File: config.mk
export PLATFORM = sky130hd
export DESIGN_NAME = bus_interface_register
export DESIGN_NICKNAME = d
export VERILOG_FILES = /design/src/bir_pkg.sv /design/src/word_fifo.sv /design/src/bus_interface_register.sv
export SDC_FILE = /design/constraint.sdc
export NUM_CORES = 1
export LEC_CHECK = 0
export BUFFER_PORTS_ARGS = -buffer_cell sky130_fd_sc_hd__buf_2
export CAP_MARGIN = 25
export CORE_MARGIN = 5
export CORE_UTILIZATION = 49
export CTS_CLUSTER_SIZE = 24
export DETAILED_ROUTE_END_ITERATION = 10
export PLACE_DENSITY = 0.78
export SETUP_SLACK_MARGIN = 0.02
export SLEW_MARGIN = 0
export SYNTH_ARGS = -nofsm -noshare
export SYNTH_HDL_FRONTEND = slang
export SYNTH_HIERARCHICAL = 1
export SYNTH_SLANG_ARGS = --single-unit
File: constraint.sdc
create_clock -name clk -period 2.3 [get_ports clk]
set_input_delay 0.46 -clock clk [delete_from_list [all_inputs] [get_ports clk]]
set_output_delay 0.46 -clock clk [all_outputs]
set_load 0.02 [all_outputs]
File: src/bir_pkg.sv
/*
  Constants and types for the buffered bus interface register.
  Assumes a single 100 MHz system clock and a synchronous reset.
*/
package bir_pkg;
  localparam int WIDTH_10 = 10;
  localparam int WIDTH_9 = 9;
  localparam int WIDTH_8 = 8;
  localparam int MAX_WIDTH = 10;
  localparam int FIFO_DEPTH = 4;
  localparam int FIFO_PTR_W = 2;
  localparam int FIFO_CNT_W = 3;
  localparam logic [MAX_WIDTH-1:0] STORED_RESET = 10'h000;
  localparam int CLK_PERIOD_NS = 10;
  typedef enum logic [1:0] {
    VAR_10 = 2'b00,
    VAR_9 = 2'b01,
    VAR_8 = 2'b11
  } variant_t;
endpackage

File: src/word_fifo.sv
/*
  Small synchronous FIFO with valid/ready on both sides.
  Assumes one clock and a synchronous active-high reset.
*/
`timescale 1ns/1ps
module word_fifo #(
  parameter int WIDTH = 10,
  parameter int DEPTH = 4,
  parameter int PTR_W = 2,
  parameter int CNT_W = 3
) (
  input wire logic clk,
  input wire logic rst,
  input wire logic flush,
  input wire logic [WIDTH-1:0] in_data,
  input wire logic in_valid,
  output logic in_ready,
  output logic [WIDTH-1:0] out_data,
  output logic out_valid,
  input wire logic out_ready
);
  logic [WIDTH-1:0] mem_reg [DEPTH];
  logic [PTR_W-1:0] wr_reg;
  logic [PTR_W-1:0] rd_reg;
  logic [CNT_W-1:0] cnt_reg;
  logic push;
  logic pop;

  assign in_ready = cnt_reg != CNT_W'(DEPTH);
  assign out_valid = cnt_reg != '0;
  assign out_data = mem_reg[rd_reg];
  assign push = in_valid && in_ready;
  assign pop = out_valid && out_ready;

  always_ff @(posedge clk) begin
    if (push) begin
      mem_reg[wr_reg] <= in_data;
    end
  end

  always_ff @(posedge clk) begin
    if (rst || flush) begin
      wr_reg <= '0;
      rd_reg <= '0;
      cnt_reg <= '0;
    end else begin
      if (push) begin
        wr_reg <= wr_reg + 1'b1;
      end
      if (pop) begin
        rd_reg <= rd_reg + 1'b1;
      end
      if (push && !pop) begin
        cnt_reg <= cnt_reg + 1'b1;
      end else if (pop && !push) begin
        cnt_reg <= cnt_reg - 1'b1;
      end
    end
  end
endmodule

File: src/bus_interface_register.sv
/*
  Buffered bus interface register in 10, 9 and 8 bit variants.
  Assumes all inputs are synchronous to clk; the surroundings resolve
  the bus wire from bus_out and bus_out_oe_n.
*/
`timescale 1ns/1ps
module bus_interface_register
  import bir_pkg::*;
#(
  parameter variant_t VARIANT = VAR_9,
  parameter bit INVERT = 1'b0,
  parameter int WIDTH = WIDTH_9
) (
  input wire logic clk,
  input wire logic rst,
  input wire logic register_clock,
  input wire logic load_en_n,
  input wire logic wipe_n,
  input wire logic [2:0] out_ctl_n,
  input wire logic [WIDTH-1:0] bus_in,
  output logic bus_in_ready,
  output logic [WIDTH-1:0] bus_out,
  output logic [WIDTH-1:0] bus_out_oe_n,
  output logic [WIDTH-1:0] stored_bits
);
  logic rclk_last_reg;
  logic rise;
  logic en_active;
  logic wipe_active;
  logic drive;
  logic fifo_valid;
  logic fifo_ready;
  logic [WIDTH-1:0] fifo_data;
  logic [WIDTH-1:0] cap_word;

  // The ten-bit part has neither enable nor clear, so both are ignored.
  assign en_active = (VARIANT == VAR_10) ? 1'b1 : !load_en_n;
  assign wipe_active = (VARIANT == VAR_10) ? 1'b0 : !wipe_n;
  // A rising edge is found by sampling, since register_clock is a pin.
  assign rise = register_clock && !rclk_last_reg;
  // The inverting part stores the complement of the captured word.
  assign cap_word = INVERT ? ~bus_in : bus_in;

  always_ff @(posedge clk) begin
    if (rst) begin
      rclk_last_reg <= 1'b0;
    end else begin
      rclk_last_reg <= register_clock;
    end
  end

  // Captured words queue in a FIFO; a busy FIFO drops bus_in_ready so a
  // source that watches it can stall. A clear empties pending words too.
  word_fifo #(
    .WIDTH(WIDTH),
    .DEPTH(FIFO_DEPTH),
    .PTR_W(FIFO_PTR_W),
    .CNT_W(FIFO_CNT_W)
  ) u_fifo (
    .clk(clk),
    .rst(rst),
    .flush(wipe_active),
    .in_data(cap_word),
    .in_valid(rise && en_active && !wipe_active),
    .in_ready(fifo_ready),
    .out_data(fifo_data),
    .out_valid(fifo_valid),
    .out_ready(1'b1)
  );

  always_ff @(posedge clk) begin
    if (rst) begin
      bus_in_ready <= 1'b0;
    end else begin
      bus_in_ready <= fifo_ready;
    end
  end

  // Clear has priority over every load; with enable high nothing is
  // written, so the stored word holds. Output control is not consulted.
  always_ff @(posedge clk) begin
    if (rst) begin
      stored_bits <= STORED_RESET[WIDTH-1:0];
    end else if (wipe_active) begin
      stored_bits <= '0;
    end else if (fifo_valid) begin
      stored_bits <= fifo_data;
    end
  end

  // Eight-bit part: all three controls must be low to drive.
  always_comb begin
    if (VARIANT == VAR_8) begin
      drive = (out_ctl_n == 3'h0);
    end else begin
      drive = !out_ctl_n[0];
    end
  end

  // Outputs are registered from the same next word, so they match the stored word every cycle.
  always_ff @(posedge clk) begin
    if (rst) begin
      bus_out <= '0;
      bus_out_oe_n <= '1;
    end else begin
      bus_out <= wipe_active ? '0 : (fifo_valid ? fifo_data : stored_bits);
      bus_out_oe_n <= {WIDTH{!drive}};
    end
  end
endmodule

==> flow_metrics.env, run 1 <==
export IMPL_die_w_um=79.16
export IMPL_filler_instances=357
export IMPL_unrepaired_setup_endpoints_after_global_routing="false"
export IMPL_worst_ep_required_time_ps=2560
export IMPL_status="finished clean"
export IMPL_timing_final_max_slew_violations=0
export IMPL_h_tree_depth=3
export IMPL_initial_utilization_pct=49.95
export IMPL_chipHeight_um=79.16
export IMPL_io_buffer_count=42
export IMPL_timing_fmax_mhz=471.0
export IMPL_report_power_total_w=0.002218
export IMPL_finalWeightedCongestion=0.6820
export IMPL_drt_pre_antenna_iters=4
export IMPL_critical_path_arrival_ps=2380
export IMPL_tightest_slew_ps=627.2
export IMPL_antenna_left=0
export IMPL_timing_reg2reg_worst_path_depth=7
export IMPL_postCtsHoldBufs=0
export IMPL_worst_slew_margin_rel_pct=58.13
export IMPL_globalRoute_totalOverflow=0
export IMPL_drive_gt1_share_pct=42.93
export IMPL_cap_viol_max_count=0
export IMPL_final_design_area_no_fill_mm2=0.002698
export IMPL_ys_flop_type="sky130_fd_sc_hd__edfxtp_1"
export IMPL_final_min_period_over_clock_period_pct=92.32
export IMPL_syn_instance_count=152
export IMPL_worstSetupEndpointType="register"
export IMPL_min_path_type="input port to register"
export IMPL_worstHoldPathCells=2
export IMPL_seq_area_frac_synth_pct=64.07
export IMPL_final_common_cell="sky130_fd_sc_hd__buf_2"
export IMPL_synth_async_reset_ratio_pct=0
export IMPL_hold_viol=0
export IMPL_core_mm2=0.004692
export IMPL_number_of_antenna_violations_at_the_first_check_in_global_routing=0
export IMPL_cpPeakStageDelay_ps=380
export IMPL_floorplan_die_area_mm2=0.006266
export IMPL_synth_seq_cells=57
export IMPL_layout_min_cycle_time_ps=2123
export IMPL_wl_mm=4.102
export IMPL_cp_slowest_cell="sky130_fd_sc_hd__dfxtp_1"
export IMPL_drc_errors=0
export IMPL_clkLatencyLatePin_ps=330
export IMPL_ctsLongestPathBuffers=2
export IMPL_number_of_drc_markers_after_the_initial_detailed_route_iteration=41
export IMPL_cts_setup_buffers=0
export IMPL_largest_register_ff_count=36
export IMPL_vias_per_cell=5.139
export IMPL_path_cells="o31ai_1, ha_1, inv_1, fa_1, xor2_1, or3_1, a21oi_1"
export IMPL_cellLeakagePower_nw=1.038
export IMPL_grt_pass1_wl_mm=6.389
export IMPL_wl_per_cell_um=16.74
export IMPL_layout_area_seq_mm2=0.001501
export IMPL_multiInputGateArea_um2=665.6
export IMPL_n_antenna_cell=0
export IMPL_numClockSinks=57
export IMPL_synth_edf_count=36
export IMPL_design_portCount=45
export IMPL_syn_mean_instance_area_um2=15.42
export IMPL_fp_row_count=25
export IMPL_final_net_count=209
export IMPL_power_density_mw_per_mm2=822.2
export IMPL_vias=1259
export IMPL_synth_cell_types=34
export IMPL_final_cell_mix="sky130_fd_sc_hd__buf_2 (42), sky130_fd_sc_hd__edfxtp_1 (36), sky130_fd_sc_hd__dfxtp_1 (21), sky130_fd_sc_hd__nor2_1 (15), sky130_fd_sc_hd__clkbuf_8 (12)"
export IMPL_vdd_ir_drop_worst_v=0.0003552
export IMPL_critPathMaxFanout=6
export IMPL_dpl_instance_area_mm2=0.002482
export IMPL_cts_buffers=9
export IMPL_maximum_number_of_pins_on_one_net_before_global_route_repair=11
export IMPL_clk_pin_slew_ps=60
export IMPL_cts_tree="built"
export IMPL_setup_violations=0
export IMPL_synthesis_area_mm2=0.002343
export IMPL_yosys_warnings=6
export IMPL_area_growth_synth_to_final_pct=15.11
export IMPL_cp_startpoint_kind="register"
export IMPL_timing_setup_critical_path_class="register to register"
export IMPL_ctsResizeCount=0
export IMPL_gr_usage_all_layers_pct=14.25
export IMPL_vias_in_the_first_global_route=1258
export IMPL_timing_clock_skew_ps=6.104
export IMPL_cts_root_buffer="sky130_fd_sc_hd__clkbuf_8"
export IMPL_dp_final_hpwl_mm=2.868
Yosys cell counts (2+ instances only):
| master | count | area [µm²] |
|---|---|---|
| sky130_fd_sc_hd__nand4_1 | 2 | 12.51 |
| sky130_fd_sc_hd__buf_4 | 17 | 127.6 |
| sky130_fd_sc_hd__and2b_2 | 2 | 17.52 |
| sky130_fd_sc_hd__and3_2 | 4 | 30.03 |
| sky130_fd_sc_hd__xor2_1 | 4 | 35.03 |
| sky130_fd_sc_hd__mux2i_1 | 10 | 100.1 |
| sky130_fd_sc_hd__nor2_1 | 15 | 56.30 |
| sky130_fd_sc_hd__edfxtp_1 | 36 | 1081 |
| sky130_fd_sc_hd__ha_1 | 5 | 62.56 |
| sky130_fd_sc_hd__dfxtp_1 | 21 | 420.4 |
| sky130_fd_sc_hd__mux4_2 | 9 | 202.7 |
| sky130_fd_sc_hd__inv_1 | 3 | 11.26 |
| sky130_fd_sc_hd__buf_6 | 3 | 33.78 |
path summary, 6_finish.rpt:
check / slack, ps / startpoint / end
worst max-delay path: 180 / u_fifo/cnt_reg[0] / u_fifo/cnt_reg[2]
worst min-delay path: 320 / out_ctl_n[0] / bus_out_oe_n[0]
worst max register to register: 180 / u_fifo/cnt_reg[0] / u_fifo/cnt_reg[2]
worst min register to register: 520 / bus_out[8] / bus_out[8]
area by class of cell:
type,count,area share [%]
multi-input cells,69,24.68
inverters,4,0.5566
flip-flops and latches,57,55.66
clock buffers,12,6.122
repair buffers,45,8.627
well taps,54,2.505
clock inverters,4,1.855
stage by stage:
stage	worst slack (ps)	setup TNS [ps]	util [%]	std cells	hold WS, ps
after global routing	51.32	0	57.49	245	322.5
after global placement	9.926	0	52.91	229	474.5
after CTS	175.9	0	57.49	245	310.2
final	176.7	0	57.49	245	323.5
after detailed placement	-76.96	-76.96	52.91	229	512.2
after floorplan	35.46	0	-	153	462.3
power by group:
part           internal [W]  switching, W
Sequential          0.00110     0.0000137
Clock              0.000586      0.000373
Combinational     0.0000610     0.0000822
Total               0.00175      0.000469
per-layer routing:
metal / up-vias / GRT usage [%] / share of wire (%) / wire, µm
met2: 37 / 23.99 / 55 / 2267
li1: 599 / - / - / -
met4: 0 / 7.216 / 2.1 / 86
met5: - / 0 / 0 / 0
met1: 614 / 15.28 / 37 / 1518
met3: 9 / 6.009 / 5.6 / 230
cells by family after synthesis:
| group | Yosys count | share of synthesized area, % |
|---|---|---|
| AO/OA/AOI/OAI | 6 | 1.868 |
| adder cells (fa/ha/maj) | 6 | 3.524 |
| AND/OR/NAND/NOR | 32 | 7.902 |
| buffers and inverters | 27 | 8.061 |
| multiplexers | 19 | 12.92 |
| flip-flops | 57 | 64.07 |
| other | 1 | 0.1600 |
| XOR/XNOR | 4 | 1.495 |
worst max-delay path, delay by kind of cell (launching register included):
| kind | cells | cell delay, ps |
|---|---|---|
| fa+ha+maj | 2 | 640 |
| compound gates | 2 | 520 |
| flops | 1 | 380 |
| simple gates | 1 | 300 |
| xor+xnor | 1 | 160 |
| buf+inv | 1 | 70 |
Note: power is estimated with default switching activity, not from simulation.
==> run 2, diff against run 1 <==
CORE_UTILIZATION = 30   (was 49)
CTS_BUF_LIST = sky130_fd_sc_hd__clkbuf_8 sky130_fd_sc_hd__clkbuf_16   (was not set)
PLACE_DENSITY = 0.53   (was 0.78)
==> run 2 against run 1 <==
Net effect: maximum frequency is 3.0% higher; flip-flop and latch count did not move; largest cell class unchanged; die area grew 54%; critical path type unchanged; clock skew increased by 4.9 ps; highest routed layer unchanged.
==> flow_metrics.env, run 2 (synthesized netlist as in run 1, its figures left out) <==
export IMPL_tightest_slew_ps=503.0
export IMPL_clk_pin_slew_ps=60
export IMPL_timing_hold_worst_start="out_ctl_n[0]"
export IMPL_postCtsHoldBufs=0
export IMPL_critical_path_arrival_ps=2320
export IMPL_status="finished clean"
export IMPL_min_path_type="input port to register"
export IMPL_cts_tree="built"
export IMPL_drt_pre_antenna_iters=3
export IMPL_layout_area_seq_mm2=0.001501
export IMPL_layout_min_cycle_time_ps=2061
export IMPL_final_net_count=212
export IMPL_timing_clock_skew_ps=11.03
export IMPL_maximum_number_of_pins_on_one_net_before_global_route_repair=11
export IMPL_globalRoute_totalOverflow=0
export IMPL_cts_buffers=9
export IMPL_io_buffer_count=42
export IMPL_wl_mm=4.093
export IMPL_worstHoldPathCells=2
export IMPL_cap_viol_max_count=0
export IMPL_wl_per_cell_um=13.83
export IMPL_final_design_area_no_fill_mm2=0.002790
export IMPL_timing_final_max_slew_violations=0
export IMPL_setup_violations=0
export IMPL_vias_per_cell=4.199
export IMPL_finalWeightedCongestion=0.6776
export IMPL_timing_hold_worst_endpoint="bus_out_oe_n[0]"
export IMPL_vias_in_the_first_global_route=1283
export IMPL_worst_slew_margin_rel_pct=66.47
export IMPL_ctsLongestPathBuffers=2
export IMPL_cp_startpoint_kind="register"
export IMPL_final_cell_mix="sky130_fd_sc_hd__buf_2 (42), sky130_fd_sc_hd__edfxtp_1 (36), sky130_fd_sc_hd__dfxtp_1 (21), sky130_fd_sc_hd__nor2_1 (15)"
export IMPL_gr_usage_all_layers_pct=9.030
export IMPL_multiInputGateArea_um2=670.6
export IMPL_hold_viol=0
export IMPL_cellLeakagePower_nw=1.064
export IMPL_critical_path_reg2reg_startpoint="u_fifo/cnt_reg[1]"
export IMPL_setup_slack_of_the_most_critical_reg_to_reg_path_ps=240
export IMPL_final_common_cell="sky130_fd_sc_hd__buf_2"
export IMPL_timing_setup_critical_path_class="register to register"
export IMPL_dpl_worst_slack_ps=-42.70
export IMPL_number_of_antenna_violations_at_the_first_check_in_global_routing=0
export IMPL_ctsResizeCount=0
export IMPL_drc_errors=0
export IMPL_worst_ep_required_time_ps=2560
export IMPL_chipHeight_um=98.39
export IMPL_number_of_drc_markers_after_the_initial_detailed_route_iteration=27
export IMPL_h_tree_depth=3
export IMPL_floorplan_die_area_mm2=0.009680
export IMPL_clkLatencyLatePin_ps=330
export IMPL_dp_final_hpwl_mm=2.811
export IMPL_cts_root_buffer="sky130_fd_sc_hd__clkbuf_8"
export IMPL_crit_family="adder cells"
export IMPL_timing_reg2reg_worst_path_depth=7
export IMPL_design_portCount=45
export IMPL_largest_register_ff_count=36
export IMPL_power_density_mw_per_mm2=816.0
export IMPL_cp_slowest_cell="sky130_fd_sc_hd__dfxtp_1"
export IMPL_timing_final_ws_setup_ps=239.4
export IMPL_area_growth_synth_to_final_pct=19.06
export IMPL_vdd_ir_drop_worst_v=0.0003630
export IMPL_finalHoldWorstSlack_ps=308.2
export IMPL_fp_row_count=32
export IMPL_worstPathBufferInverterCount=1
export IMPL_filler_instances=761
export IMPL_cpPeakStageDelay_ps=370
export IMPL_initial_utilization_pct=30.49
export IMPL_numClockSinks=57
export IMPL_die_w_um=98.39
export IMPL_vias=1243
export IMPL_antenna_left=0
export IMPL_timing_fmax_mhz=485.3
export IMPL_unrepaired_setup_endpoints_after_global_routing="false"
export IMPL_drive_gt1_share_pct=43.81
export IMPL_worstSetupEndpointType="register"
export IMPL_grt_pass1_wl_mm=6.527
export IMPL_core_mm2=0.007687
export IMPL_path_cells="o31ai_2, ha_1, inv_1, fa_1, xor2_1, or3_1, a21oi_1"
export IMPL_critPathMaxFanout=6
export IMPL_worstReg2RegEnd="u_fifo/cnt_reg[2]"
export IMPL_n_antenna_cell=0
export IMPL_final_min_period_over_clock_period_pct=89.59
export IMPL_dpl_instance_area_mm2=0.002565
export IMPL_cts_setup_buffers=0
[run 2: cell type report]
class | count | area share, %
Clock inverter | 6 | 2.960
Sequential cell | 57 | 53.81
Inverter | 4 | 0.5381
Timing Repair Buffer | 48 | 9.148
Tap cell | 102 | 4.574
Multi-Input combinational cell | 69 | 24.04
Clock buffer | 10 | 4.933
[run 2: power by group]
| part | total, W | switching [W] | internal (W) |
|---|---|---|---|
| combinational | 0.000146 | 0.0000823 | 0.0000636 |
| clock | 0.00102 | 0.000384 | 0.000633 |
| sequential | 0.00111 | 0.0000123 | 0.00110 |
[run 2: routing by layer]
metal	track usage [%]	vias to the layer above	part of all wire (%)
met5	0	-	0
met4	3.782	0	1.1
met3	4.000	6	5.7
met2	14.04	34	49
met1	10.91	598	44
li1	-	605	-
[run 2: how the worst max path moves through the flow]
| stage | startpoint | end | slack (ps) | cells past startpoint |
|---|---|---|---|---|
| after floorplan | wipe_n | u_fifo/cnt_reg[2] | 40 | 9 |
| after global placement | wipe_n | u_fifo/cnt_reg[2] | 10 | 10 |
| after detailed placement | wipe_n | u_fifo/cnt_reg[2] | -40 | 10 |
| after CTS | u_fifo/cnt_reg[0] | u_fifo/cnt_reg[2] | 160 | 7 |
| after global routing | u_fifo/cnt_reg[1] | u_fifo/cnt_reg[2] | 80 | 7 |
| final | u_fifo/cnt_reg[1] | u_fifo/cnt_reg[2] | 240 | 7 |
[run 2: metrics by stage]
stage / utilization, % / instances / power, W / setup TNS, ps
CTS: 36.23 / 296 / 0.002312 / 0
global route: 36.30 / 296 / 0.002365 / 0
floorplan: - / 153 / 0.001248 / 0
finish: 36.30 / 296 / 0.002277 / 0
detailed placement: 33.37 / 280 / 0.001284 / -42.70
global placement: 33.37 / 280 / 0.001282 / 0
[run 2: worst reg2reg max path: cells and delay by family (launching register included)]
kind	cells	cell delay (ps)
adders and majority gates	2	600
AOI/OAI and AO/OA	2	510
DFF	1	370
and+or+nand+nor	1	300
xor gates and xnor gates	1	150
buffers and inverters	1	50
==> run 3, diff against run 2 <==
RECOVER_POWER = 50   (was not set)
==> run 3 against run 2 <==
Net effect: cell count unchanged; wire length increased by 0.51%; first-iteration DRC count decreased by 7.4%; critical path type unchanged; highest routed layer unchanged.
==> flow_metrics.env, run 3 (synthesized netlist as in run 1, its figures left out) <==
export IMPL_status="finished clean"
export IMPL_timing_clock_skew_ps=11.01
export IMPL_h_tree_depth=3
export IMPL_number_of_drc_markers_after_the_initial_detailed_route_iteration=25
export IMPL_io_buffer_count=42
export IMPL_number_of_antenna_violations_at_the_first_check_in_global_routing=0
export IMPL_timing_hold_worst_start="out_ctl_n[0]"
export IMPL_setup_violations=0
export IMPL_hold_viol=0
export IMPL_drt_pre_antenna_iters=3
export IMPL_clkLatencyLatePin_ps=330
export IMPL_seq_power_share_pct=49.1
export IMPL_timing_fmax_mhz=485.4
export IMPL_critPathMaxFanout=6
export IMPL_timing_final_ws_setup_ps=239.9
export IMPL_timing_hold_worst_endpoint="bus_out_oe_n[0]"
export IMPL_final_common_cell="sky130_fd_sc_hd__edfxtp_1"
export IMPL_worst_slew_margin_rel_pct=66.51
export IMPL_p_sw_share_pct=21.07
export IMPL_largest_register_ff_count=36
export IMPL_timing_reg2reg_worst_path_depth=7
export IMPL_maximum_number_of_pins_on_one_net_before_global_route_repair=11
export IMPL_timing_setup_critical_path_class="register to register"
export IMPL_initial_utilization_pct=30.49
export IMPL_vdd_ir_drop_worst_v=0.0003630
export IMPL_unrepaired_setup_endpoints_after_global_routing="false"
export IMPL_area_growth_synth_to_final_pct=17.46
export IMPL_ctsLongestPathBuffers=2
export IMPL_drc_errors=0
export IMPL_setup_slack_of_the_most_critical_reg_to_reg_path_ps=240
export IMPL_drive_gt1_share_pct=29.38
export IMPL_cap_viol_max_count=0
export IMPL_cts_tree="built"
export IMPL_gr_usage_all_layers_pct=9.030
export IMPL_worst_ep_required_time_ps=2560
export IMPL_vias=1241
export IMPL_dpl_worst_slack_ps=-42.70
export IMPL_chipHeight_um=98.39
export IMPL_vias_per_cell=4.193
export IMPL_fp_row_count=32
export IMPL_dp_final_hpwl_mm=2.811
export IMPL_antenna_left=0
export IMPL_layout_min_cycle_time_ps=2060
export IMPL_grt_pass1_wl_mm=6.527
export IMPL_cp_startpoint_kind="register"
export IMPL_die_w_um=98.39
export IMPL_clk_pin_slew_ps=60
export IMPL_cts_setup_buffers=0
export IMPL_critical_path_reg2reg_startpoint="u_fifo/cnt_reg[1]"
export IMPL_finalWeightedCongestion=0.6776
export IMPL_p_int_w=0.001793
export IMPL_core_mm2=0.007687
export IMPL_p_comb_share_pct=6.2
export IMPL_design_portCount=45
export IMPL_cts_root_buffer="sky130_fd_sc_hd__clkbuf_8"
export IMPL_cts_buffers=9
export IMPL_report_power_total_w=0.002272
export IMPL_min_path_type="input port to register"
export IMPL_tightest_slew_ps=502.3
export IMPL_worstReg2RegEnd="u_fifo/cnt_reg[2]"
export IMPL_power_density_mw_per_mm2=825.3
export IMPL_critical_path_arrival_ps=2320
export IMPL_floorplan_die_area_mm2=0.009680
export IMPL_power_share_clock_pct=44.8
export IMPL_net_switching_power_figure_w=0.0004787
export IMPL_cellLeakagePower_nw=0.9606
export IMPL_vias_in_the_first_global_route=1283
export IMPL_wl_per_cell_um=13.90
export IMPL_finalHoldWorstSlack_ps=308.2
export IMPL_timing_final_max_slew_violations=0
export IMPL_numClockSinks=57
export IMPL_final_net_count=212
export IMPL_worstSetupEndpointType="register"
export IMPL_final_min_period_over_clock_period_pct=89.57
export IMPL_final_cell_mix="sky130_fd_sc_hd__edfxtp_1 (36), sky130_fd_sc_hd__clkbuf_1 (28), sky130_fd_sc_hd__dfxtp_1 (21), sky130_fd_sc_hd__nor2_1 (15), sky130_fd_sc_hd__buf_2 (15)"
export IMPL_final_util_pct=35.81
export IMPL_n_antenna_cell=0
export IMPL_globalRoute_totalOverflow=0
export IMPL_worstHoldPathCells=2
export IMPL_wl_mm=4.114
## run 3: final cells by class
cell class / instances / area (µm²)
Clock buffer: 10 / 137.6
Clock inverter: 6 / 82.58
Fill cell: 776 / 4935
Inverter: 4 / 15.01
Multi-Input combinational cell: 69 / 670.6
Sequential cell: 57 / 1501
Tap cell: 102 / 127.6
Timing Repair Buffer: 48 / 217.7
## run 3: metal layers
metal | vias to the layer above | track usage, % | wire length (µm)
li1 | 606 | - | -
met1 | 595 | 10.91 | 1831
met2 | 34 | 14.04 | 1995
met3 | 6 | 4.000 | 241
met4 | 0 | 3.782 | 46
met5 | - | 0 | 0
## run 3: power groups by stage
stage                     combinational (W)  clock (W)  sequential (W)
final                              0.000141    0.00102         0.00111
after global routing               0.000154    0.00109         0.00112
after CTS                          0.000148    0.00105         0.00111
after detailed placement           0.000148          0         0.00114
after global placement             0.000146          0         0.00114
after floorplan                    0.000107          0         0.00114
## run 3: critical path: stages (launching register included)
cell and delay [ps]:
sky130_fd_sc_hd__dfxtp_1 370, sky130_fd_sc_hd__o31ai_2 370, sky130_fd_sc_hd__ha_1 230, sky130_fd_sc_hd__inv_1 50
sky130_fd_sc_hd__fa_1 370, sky130_fd_sc_hd__xor2_1 150, sky130_fd_sc_hd__or3_1 300, sky130_fd_sc_hd__a21oi_1 140
## run 3: repair_timing
action,CTS,global route
hold buffers,0,0
setup endpoints to repair,0,1
gates resized for setup,0,1
## run 3: how the worst max path moves through the flow
| stage | start | slack (ps) | endpoint | cells past startpoint |
|---|---|---|---|---|
| 2_1_floorplan | wipe_n | 40 | u_fifo/cnt_reg[2] | 9 |
| 3_3_place_gp | wipe_n | 10 | u_fifo/cnt_reg[2] | 10 |
| 3_5_place_dp | wipe_n | -40 | u_fifo/cnt_reg[2] | 10 |
| 4_1_cts | u_fifo/cnt_reg[0] | 160 | u_fifo/cnt_reg[2] | 7 |
| 5_1_grt | u_fifo/cnt_reg[1] | 80 | u_fifo/cnt_reg[2] | 7 |
| 6_report | u_fifo/cnt_reg[1] | 240 | u_fifo/cnt_reg[2] | 7 |
## run 3: through the flow
step                      TNS [ps]  instances  cell area (µm²)
after global routing             0        296             2753
after CTS                        0        296             2785
after global placement           0        280             2565
final                            0        296             2753
after detailed placement    -42.70        280             2565
after floorplan                  0        153             2356
